**src/gdp_pkg.sv**
```systemverilog
// shared constants for the port e/f data logic
package gdp_pkg;

    // register word addresses on the plain register port
    localparam logic [3:0] GDP_OFS_E_DATA = 4'h0;
    localparam logic [3:0] GDP_OFS_F_DATA = 4'h1;
    localparam logic [3:0] GDP_OFS_D_TAIL = 4'h2;
    localparam int GDP_ADDR_W = 4;
    localparam int GDP_DATA_W = 8;

    // function field encodings, two bits per pin
    localparam logic [1:0] GDP_MD_OTHER = 2'h0;
    localparam logic [1:0] GDP_MD_OUTPUT = 2'h1;
    localparam logic [1:0] GDP_MD_IN_PULL = 2'h2;
    localparam logic [1:0] GDP_MD_IN_NOPULL = 2'h3;

    // reset values
    localparam logic [7:0] GDP_E_DATA_RST = 8'h00;
    localparam logic [7:0] GDP_F_DATA_RST = 8'h00;
    localparam logic [7:0] GDP_D_DATA_RST = 8'h00;
    localparam logic [7:0] GDP_RDATA_RST = 8'h00;

    // port e: bits 7..1 are pins, bit 0 reserved
    localparam logic [7:0] GDP_E_PIN_MASK = 8'hfe;
    // port e pins that have an output encoding (7,5,4,2,1)
    localparam logic [7:0] GDP_E_OUT_MASK = 8'hb6;
    // port f: bits 3..0 are pins, 7..4 reserved
    localparam logic [7:0] GDP_F_PIN_MASK = 8'h0f;
    localparam logic [7:0] GDP_F_OUT_MASK = 8'h0f;
    // port d tail: only pins 6 and 4 handled here, both input-only
    localparam logic [7:0] GDP_D_PIN_MASK = 8'h50;
    localparam logic [7:0] GDP_D_OUT_MASK = 8'h00;

    // pull direction select value that means pull-up
    localparam logic GDP_PULL_SEL_UP = 1'b1;

endpackage : gdp_pkg

```
**src/gdp_data_reg.sv**
```systemverilog
// one port data register with per-bit write mask
`timescale 1ns/1ps
module gdp_data_reg
    import gdp_pkg::*;
#(
    parameter logic [7:0] WR_MASK = 8'hff,
    parameter logic [7:0] RST_VAL = 8'h00
) (
    input wire logic clk_i,
    input wire logic rst_i,
    input wire logic we_i,
    input wire logic [7:0] wdata_i,
    output logic [7:0] q_o
);

    logic [7:0] q_r;
    logic [7:0] q_nxt;

    // masked-off bits keep their reset value forever
    always_comb begin
        q_nxt = q_r;
        if (we_i) begin
            q_nxt = (wdata_i & WR_MASK) | (q_r & ~WR_MASK);
        end
    end

    always_ff @(posedge clk_i) begin
        if (rst_i) begin
            q_r <= RST_VAL;
        end else begin
            q_r <= q_nxt;
        end
    end

    assign q_o = q_r;

endmodule : gdp_data_reg

```
**src/gdp_top.sv**
```systemverilog
// data logic for port e, port f and the input-only tail of port d
// How it works
// - output-mode pin drives the stored data bit; writes reach the pin
// - output-mode pin reads back the stored register bit
// - other-function mode: read stored bit, write stores only
// - input modes 10 and 11 read the live pin; writes store only
// - only e pins 1,2,4,5,7 can output; e3,e6,d4,d6 input-only, read-only
// - port e bits 7..1 map to pins 7..1, all reset to 0
// - port e bit 0 reserved, always reads 0
// - port f bits 3..0 map to pins 3..0, reset 0, all four modes
// - port f bits 7..4 reserved, always read 0
// - port f resistor up or down by select, on only in mode 10
// - every port e pin has a pull-up enabled by its function field
`timescale 1ns/1ps
module gdp_top
    import gdp_pkg::*;
(
    input wire logic CLK_I,
    input wire logic SYS_RST_I,
    input wire logic [3:0] ADDR_I,
    input wire logic [7:0] WDATA_I,
    input wire logic WR_I,
    input wire logic RD_I,
    output logic [7:0] RDATA_O,
    input wire logic [15:0] E_MODE_I,
    input wire logic [7:0] F_MODE_I,
    input wire logic [3:0] D_TAIL_MODE_I,
    input wire logic [3:0] F_PULL_SEL_I,
    input wire logic [7:0] E_PIN_I,
    input wire logic [3:0] F_PIN_I,
    input wire logic [1:0] D_TAIL_PIN_I,
    output logic [7:0] E_PIN_O,
    output logic [7:0] E_PIN_OE_O,
    output logic [7:0] E_PULLUP_O,
    output logic [3:0] F_PIN_O,
    output logic [3:0] F_PIN_OE_O,
    output logic [3:0] F_PULLUP_O,
    output logic [3:0] F_PULLDN_O,
    output logic [1:0] D_TAIL_PULLUP_O
);

    // per-pin decode helpers
    // shared by all three ports so every code decodes alike

    // field of pin n out of a packed 2-bit-per-pin vector
    function automatic logic [1:0] field_of(input logic [15:0] modes, input int n);
        logic [1:0] f;
        f = modes[2*n +: 2];
        return f;
    endfunction : field_of

    // driver on only in output mode and only where the pin has one
    function automatic logic drives(input logic [1:0] md, input logic capable);
        logic d;
        d = capable && (md == GDP_MD_OUTPUT);
        return d;
    endfunction : drives

    // input modes return the pin level, others the stored bit
    function automatic logic reads_pin(input logic [1:0] md);
        logic r;
        r = (md == GDP_MD_IN_PULL) || (md == GDP_MD_IN_NOPULL);
        return r;
    endfunction : reads_pin

    // resistor on only in input mode 10
    function automatic logic pull_on(input logic [1:0] md);
        logic p;
        p = (md == GDP_MD_IN_PULL);
        return p;
    endfunction : pull_on

    // widened mode and pin views, so every port shares the helpers
    // absent pins get field 00, so they read their zero stored bit
    logic [15:0] e_modes;
    logic [15:0] f_modes;
    logic [15:0] d_modes;
    logic [7:0] f_pins;
    logic [7:0] d_pins;

    assign e_modes = E_MODE_I;
    assign f_modes = {8'h00, F_MODE_I};
    // d tail fields sit at pin positions 4 and 6
    assign d_modes = {2'h0, D_TAIL_MODE_I[3:2], 2'h0, D_TAIL_MODE_I[1:0], 8'h00};
    assign f_pins = {4'h0, F_PIN_I};
    assign d_pins = {1'b0, D_TAIL_PIN_I[1], 1'b0, D_TAIL_PIN_I[0], 4'h0};

    // register bus decode
    // unmapped addresses raise no write enable, so such writes vanish
    logic we_e;
    logic we_f;
    logic we_d;

    assign we_e = WR_I && (ADDR_I == GDP_OFS_E_DATA);
    assign we_f = WR_I && (ADDR_I == GDP_OFS_F_DATA);
    assign we_d = WR_I && (ADDR_I == GDP_OFS_D_TAIL);

    // data registers
    // write masks keep read-only and reserved bits at their reset zero
    logic [7:0] e_data;
    logic [7:0] f_data;
    logic [7:0] d_data;

    // read-only pins (e3, e6) and reserved bit 0 never store
    gdp_data_reg #(
        .WR_MASK(GDP_E_OUT_MASK),
        .RST_VAL(GDP_E_DATA_RST)
    ) u_e_data (
        .clk_i(CLK_I),
        .rst_i(SYS_RST_I),
        .we_i(we_e),
        .wdata_i(WDATA_I),
        .q_o(e_data)
    );

    gdp_data_reg #(
        .WR_MASK(GDP_F_PIN_MASK),
        .RST_VAL(GDP_F_DATA_RST)
    ) u_f_data (
        .clk_i(CLK_I),
        .rst_i(SYS_RST_I),
        .we_i(we_f),
        .wdata_i(WDATA_I),
        .q_o(f_data)
    );

    // d tail bits are read-only, so nothing ever stores there
    gdp_data_reg #(
        .WR_MASK(GDP_D_OUT_MASK),
        .RST_VAL(GDP_D_DATA_RST)
    ) u_d_data (
        .clk_i(CLK_I),
        .rst_i(SYS_RST_I),
        .we_i(we_d),
        .wdata_i(WDATA_I),
        .q_o(d_data)
    );

    // per-bit read view of each port
    // input modes show the live pin, the other codes the stored bit
    // absent and reserved bits are masked to zero last
    logic [7:0] e_view;
    logic [7:0] f_view;
    logic [7:0] d_view;

    always_comb begin
        e_view = 8'h00;
        for (int n = 0; n < 8; n++) begin
            if (reads_pin(field_of(e_modes, n))) begin
                e_view[n] = E_PIN_I[n];
            end else begin
                e_view[n] = e_data[n];
            end
        end
        e_view = e_view & GDP_E_PIN_MASK;
    end

    always_comb begin
        f_view = 8'h00;
        for (int n = 0; n < 8; n++) begin
            if (reads_pin(field_of(f_modes, n))) begin
                f_view[n] = f_pins[n];
            end else begin
                f_view[n] = f_data[n];
            end
        end
        f_view = f_view & GDP_F_PIN_MASK;
    end

    always_comb begin
        d_view = 8'h00;
        for (int n = 0; n < 8; n++) begin
            if (reads_pin(field_of(d_modes, n))) begin
                d_view[n] = d_pins[n];
            end else begin
                d_view[n] = d_data[n];
            end
        end
        d_view = d_view & GDP_D_PIN_MASK;
    end

    // read data, valid only in the cycle after the read strobe
    // idle cycles return zero, so a stale value never lingers
    logic [7:0] rdata_r;
    logic [7:0] rdata_nxt;

    always_comb begin
        rdata_nxt = GDP_RDATA_RST;
        if (RD_I) begin
            case (ADDR_I)
                GDP_OFS_E_DATA: rdata_nxt = e_view;
                GDP_OFS_F_DATA: rdata_nxt = f_view;
                GDP_OFS_D_TAIL: rdata_nxt = d_view;
                default: rdata_nxt = GDP_RDATA_RST;
            endcase
        end
    end

    always_ff @(posedge CLK_I) begin
        if (SYS_RST_I) begin
            rdata_r <= GDP_RDATA_RST;
        end else begin
            rdata_r <= rdata_nxt;
        end
    end

    assign RDATA_O = rdata_r;

    // port e pin drive
    // pins follow a mode or data change one clock later
    logic [7:0] e_out_r;
    logic [7:0] e_out_nxt;
    logic [7:0] e_oe_r;
    logic [7:0] e_oe_nxt;
    logic [7:0] e_pu_r;
    logic [7:0] e_pu_nxt;

    always_comb begin
        e_oe_nxt = 8'h00;
        e_pu_nxt = 8'h00;
        for (int n = 0; n < 8; n++) begin
            e_oe_nxt[n] = drives(field_of(e_modes, n), GDP_E_OUT_MASK[n]);
            e_pu_nxt[n] = GDP_E_PIN_MASK[n] && pull_on(field_of(e_modes, n));
        end
        // stored value goes to the pin only where the driver is on
        e_out_nxt = e_data & e_oe_nxt;
    end

    always_ff @(posedge CLK_I) begin
        if (SYS_RST_I) begin
            e_out_r <= GDP_E_DATA_RST;
        end else begin
            e_out_r <= e_out_nxt;
        end
    end

    always_ff @(posedge CLK_I) begin
        if (SYS_RST_I) begin
            e_oe_r <= 8'h00;
        end else begin
            e_oe_r <= e_oe_nxt;
        end
    end

    always_ff @(posedge CLK_I) begin
        if (SYS_RST_I) begin
            e_pu_r <= 8'h00;
        end else begin
            e_pu_r <= e_pu_nxt;
        end
    end

    assign E_PIN_O = e_out_r;
    assign E_PIN_OE_O = e_oe_r;
    assign E_PULLUP_O = e_pu_r;

    // port f pin drive and pull direction
    // the select bit only steers; the mode decides if a resistor is on
    // a pin in output mode never has a resistor on
    logic [3:0] f_out_r;
    logic [3:0] f_out_nxt;
    logic [3:0] f_oe_r;
    logic [3:0] f_oe_nxt;
    logic [3:0] f_pu_r;
    logic [3:0] f_pu_nxt;
    logic [3:0] f_pd_r;
    logic [3:0] f_pd_nxt;

    always_comb begin
        f_oe_nxt = 4'h0;
        f_pu_nxt = 4'h0;
        f_pd_nxt = 4'h0;
        for (int n = 0; n < 4; n++) begin
            f_oe_nxt[n] = drives(field_of(f_modes, n), GDP_F_OUT_MASK[n]);
            if (pull_on(field_of(f_modes, n))) begin
                // only one of the two resistors is ever on
                f_pu_nxt[n] = (F_PULL_SEL_I[n] == GDP_PULL_SEL_UP);
                f_pd_nxt[n] = (F_PULL_SEL_I[n] != GDP_PULL_SEL_UP);
            end
        end
        f_out_nxt = f_data[3:0] & f_oe_nxt;
    end

    always_ff @(posedge CLK_I) begin
        if (SYS_RST_I) begin
            f_out_r <= 4'h0;
        end else begin
            f_out_r <= f_out_nxt;
        end
    end

    always_ff @(posedge CLK_I) begin
        if (SYS_RST_I) begin
            f_oe_r <= 4'h0;
        end else begin
            f_oe_r <= f_oe_nxt;
        end
    end

    always_ff @(posedge CLK_I) begin
        if (SYS_RST_I) begin
            f_pu_r <= 4'h0;
        end else begin
            f_pu_r <= f_pu_nxt;
        end
    end

    always_ff @(posedge CLK_I) begin
        if (SYS_RST_I) begin
            f_pd_r <= 4'h0;
        end else begin
            f_pd_r <= f_pd_nxt;
        end
    end

    assign F_PIN_O = f_out_r;
    assign F_PIN_OE_O = f_oe_r;
    assign F_PULLUP_O = f_pu_r;
    assign F_PULLDN_O = f_pd_r;

    // port d tail: pull-up only, never driven
    // these two pins have no output driver at all
    logic [1:0] d_pu_r;
    logic [1:0] d_pu_nxt;

    always_comb begin
        d_pu_nxt[0] = pull_on(field_of(d_modes, 4));
        d_pu_nxt[1] = pull_on(field_of(d_modes, 6));
    end

    always_ff @(posedge CLK_I) begin
        if (SYS_RST_I) begin
            d_pu_r <= 2'h0;
        end else begin
            d_pu_r <= d_pu_nxt;
        end
    end

    assign D_TAIL_PULLUP_O = d_pu_r;

endmodule : gdp_top

```
**config.mk**
```make
export PLATFORM = sky130hd
export DESIGN_NAME = gdp_top
export DESIGN_NICKNAME = d
export VERILOG_FILES = /design/src/gdp_pkg.sv /design/src/gdp_data_reg.sv /design/src/gdp_top.sv
export SDC_FILE = /design/constraint.sdc
export NUM_CORES = 1
export LEC_CHECK = 0
export ABC_CLOCK_PERIOD_IN_PS = 1150
export BUFFER_PORTS_ARGS = -buffer_cell sky130_fd_sc_hd__buf_2
export CAP_MARGIN = 30
export CORE_MARGIN = 5
export CORE_UTILIZATION = 38
export DETAILED_ROUTE_END_ITERATION = 10
export HOLD_SLACK_MARGIN = 0.05
export PLACE_DENSITY = 0.75
export SETUP_SLACK_MARGIN = 0.5
export SLEW_MARGIN = 25
export SYNTH_ARGS = -nofsm -noshare
export SYNTH_HDL_FRONTEND = slang
export SYNTH_SLANG_ARGS = --single-unit
export TNS_END_PERCENT = 30
```
**constraint.sdc**
```tcl
create_clock -name CLK_I -period 1.15 [get_ports CLK_I]
set_input_delay 0.1725 -clock CLK_I [delete_from_list [all_inputs] [get_ports CLK_I]]
set_output_delay 0.1725 -clock CLK_I [all_outputs]
set_load 0.01 [all_outputs]
```
==> Yosys cells after proc, flatten, opt, wreduce, memory -nomap -nowiden <==
Index checks and enable logic that the tools add are counted.
{ "word_totals": {"register_bits": 66, "input_bits": 62, "out_inout_bits": 50} }
{ "classes": {"eq_ne": 37, "mux": 14, "bitwise": 13, "n_reduce_logical": 21} }
{ "ops": {"columns": ["operator", "n"], "rows": [
  ["== test 2 bit (second input constant)", 26],
  ["one-hot mux 8 bit (3 select lines)", 1],
  ["== test 2 x 1 -> 1 bit (second input constant)", 9],
  ["logical OR 1 bit", 13],
  ["2-to-1 mux 1 bit", 13],
  ["OR reduction 2 bit", 5],
  ["NOT 1 bit", 9],
  ["AND 8 bit", 1],
  ["OR 4 x 8 -> 8 bit", 1],
  ["OR 8 x 7 -> 8 bit", 1],
  ["AND 4 bit", 1],
  ["== test 4 x 1 -> 1 bit (second input constant)", 1],
  ["== test 4 x 2 -> 1 bit (second input constant)", 1],
  ["logical NOT 4 bit", 1],
  ["logical AND 1 bit", 2]
]} }

==> Longest topological paths before layout <==
{ "logic_depth": {"word_depth": 4, "ltp_mapped": 4, "mapped_depth_nobuf": 3} }

==> By module <==
A second synthesis with hierarchy kept.
{ "hier_totals": {"cells_unflattened": 173, "area_unflattened_um2": 1940.6} }
{ "by_module_without_submodules": {"columns": ["module", "instances", "cells_each", "area_each_um2", "seq_area_each_um2"], "rows": [
  ["gdp_top", 1, 126, 1496.4, 860.8],
  ["gdp_data_reg (u_e_data)", 1, 20, 206.4, 100.1],
  ["gdp_data_reg (u_f_data)", 1, 18, 173.9, 80.1],
  ["gdp_data_reg (u_d_data)", 1, 9, 63.8, 0.0]
]} }

==> Worst setup path before layout <==
Ideal clock, no wire load.
{ "synth_path": {"path_kind": "input port to flip-flop", "start": "input ADDR_I[1]", "end": "register rdata_r[3], in the netlist RDATA_O[3]", "setup_time_ns": 0.068, "arrival_ns": 1.046, "path_slack_ns": 0.036, "cell_stages": 3, "path_cell_list": "or4b_4 or2_1 a21oi_2"} }
{ "synth_via": {"elab_chain_len": 2, "elab_cells_between_ends": 4, "classes_between": "eq/ne (2); mux (1); reduce/logical (1)"} }
{ "synth_lines": {"columns": ["item", "line_no", "text"], "rows": [
  ["from (decl)", "gdp_top.sv:20", "input wire logic [3:0] ADDR_I,"],
  ["== test 4 x 2 -> 1 bit (tied with other cells)", "gdp_top.sv:190", "case (ADDR_I)"],
  ["one-hot mux 8 bit (3 select lines) (*)", "gdp_top.sv:190", null],
  ["to (signal assigned)", "gdp_top.sv:203", "rdata_r <= rdata_nxt;"],
  ["to (decl)", "gdp_top.sv:184", "logic [7:0] rdata_r;"]
]} }
Mark *: on every way between the ends. The rest lies on a longest branch, timed or not.
A chain may end at the register's enable or synchronous reset.

==> Final worst setup path <==
{ "layout_path": {"start": "input ADDR_I[2]", "end": "register rdata_r[3], in the netlist RDATA_O[3]"} }
Same word-level chain as after synthesis.

==> flow_summary.ini <==
[clocking]
clock_tree.root_cell = clkbuf_8
clk_pin_slew_ns = 0.10
clk_path_buf_depth = 2
tritoncts = built
clock_latency_ns = 0.30
cts_buffers = 5
post-cts-setup-buffer-count = 0
cts_sinks = 52
cts_max_level = 2

[floorplan]
die_height_um = 79.69
die_area_um2 = 6351
rows = 25
die_w_um = 79.69
io-pin-count = 112
core_um2 = 4723
initial_utilization_pct = 39.07

[synth]
ys_ff_latch = 52
seq_area_frac_synth_pct = 56.41
synth.area.top_cells = dfxtp_1 (56%), mux2i_1 (8.1%), nor3b_1 (7.7%), nand2b_1 (5.4%), and2_1 (3.1%)
synth.largest_area_cell = dfxtp_1
ys_types = 25
synthCells = 164
synth_warnings = 0
synth_area_um2 = 1846
post_synth.cell_area_avg_um2 = 11.25
synth_top_area_share_pct = 56.41

[critical_path]
worst-path-max-fanout = 4
end_kind = register
worstPathArrival_ns = 1.19
crit_path_start_kind = primary input
worstSetupPathType = primary input to register
worstPathRequired_ns = 1.39

[route]
dr.pass1.iters = 4
vias = 1528
ant_nets = 0
drtIter0Drc = 32
viasPerCell = 4.521
drc = 0
wire_per_inst_um = 13.59
wl_um = 4593

[pwr]
powerDensity_nw_per_um2 = 1306
leakage_nw = 1.277
peakVddDrop_v = 0.0005502

[finish]
mostFrequentLayoutCell = buf_2
fin_nets = 333
n_antenna_cell = 0
mostFrequentLayoutCells = buf_2 (81), dfxtp_1 (33), buf_6 (20)
final_cells = 338
nFillCells = 405
postLayoutCoreUtil_pct = 59.47
area_growth_pct = 52.20
multi_input_comb_area_um2 = 835.8
drive_above_1_share_pct = 57.20
regArea_um2 = 1065

[place]
dpl.cell_count = 331
portBuffers = 100
gp_congestion = 0.7218
hpwl_um = 3570
place_ws_ns = -0.1131

[flow_run]
cap_violations = 0

[global_routing]
grt_pass1_vias = 1526
grt_pass1_wl_um = 6886
grt_max_degree = 29
grtUsageTotal_pct = 14.27
grt_overflow = 0
antenna_found_initial = 0

[timing]
finalSetupViolations = 0
finalCriticalPeriod_ns = 0.9438
clock_skew_ns = 0.006984
finalMaxSlewViolations = 0
fin_crit_sh_pct = 82.07
fin_ws_ns = 0.2062
grt_setup_unrepaired = true
max_freq_mhz = 1060
hold_violations = 0

[status]
outcome = complete, no violations

[min_path]
hold_class = primary input to register
## worst paths after layout
path	slack, ns	from	cells after the start	endpoint
max	0.21	ADDR_I[2]	4	RDATA_O[3]$_SDFF_PP0_
min reg2reg	0.48	u_f_data.q_o[0]$_SDFFE_PP0P_	2	u_f_data.q_o[0]$_SDFFE_PP0P_
max reg2reg	0.25	u_e_data.q_o[1]$_SDFFE_PP0P_	3	RDATA_O[1]$_SDFF_PP0_
min	0.01	D_TAIL_MODE_I[2]	2	D_TAIL_PULLUP_O[1]$_SDFF_PP0_
## Yosys cell counts (all sizes together)
cell and instances:
mux2i 15, nand4 2, nor4 1, and4b 1, nor4b 4, or2 1, nor2b 1, nand2b 16
nor3b 19, nand2 3, nor3 1, a2bb2oi 2, nand3 4, a21oi 3, clkbuf 7, mux2 3
and3 1, or4b 1, buf 7, dfxtp 52, conb 1, nor2 6, and2 9, nor4bb 4
## per-stage QoR
step | power (mW) | area [um2] | hold WS [ns] | TNS [ns]
after floorplan | 2.071 | 1981 | 0.2469 | 0
final | 3.668 | 2809 | 0.01397 | 0
after global routing | 3.824 | 2809 | 0.01159 | 0
after CTS | 3.671 | 2670 | 0.01221 | 0
after detailed placement | 2.238 | 2504 | 0.3424 | -0.1905
after global placement | 2.233 | 2504 | 0.3333 | -0.09080
## repair_timing
| item | in CTS | in global routing |
|---|---|---|
| endpoints found under the hold margin | 15 | 17 |
| setup endpoints to repair | 60 | 61 |
| gates resized for setup | 10 | 34 |
| pin swaps | 0 | 4 |
## cells by family after synthesis
group,synth area share (%)
and+or+nand+nor,27.19
DFF,56.41
muxes,9.966
buffers and inverters,4.271
AOI/OAI and AO/OA,1.966
other,0.2032
## layer usage
layer  vias to the layer above  wire length (um)  global-route usage [%]
li1                        762                 -                       -
met1                       695              1860                   16.17
met2                        66              2308                   25.29
met3                         5               375                   3.725
met4                         0                49                   5.670
met5                         -                 0                       0
## registers in the layout, summed over array words and instances, names as in the netlist
name and count:
F_PULLDN_O 4, F_PULLUP_O 4, E_PULLUP_O 7, E_PIN_O 5, RDATA_O 8, u_e_data.q_o 5, F_PIN_O 4, F_PIN_OE_O 4
u_f_data.q_o 4, E_PIN_OE_O 5, D_TAIL_PULLUP_O 2
## cell type report
type                    instances  area share (%)
clock buffers                   5           2.450
clock inverters                 2           2.138
well taps                      67           2.984
flip-flops and latches         52           37.91
repair buffers                108           24.77
multi-input cells             104           29.76
## critical path: stages
cell and delay, ns:
buf_6 0.09, or4b_4 0.57, or2_1 0.24, a21oi_2 0.11
## report_power, final
part	switching (mW)	leakage (nW)	total [mW]	internal, mW
Combinational	0.168	0.782	0.373	0.205
Clock	0.586	0.0642	1.44	0.857
Sequential	0.0129	0.431	1.85	1.84
Total	0.767	1.28	3.67	2.90
No activity file was read; power rests on OpenSTA's default activity.
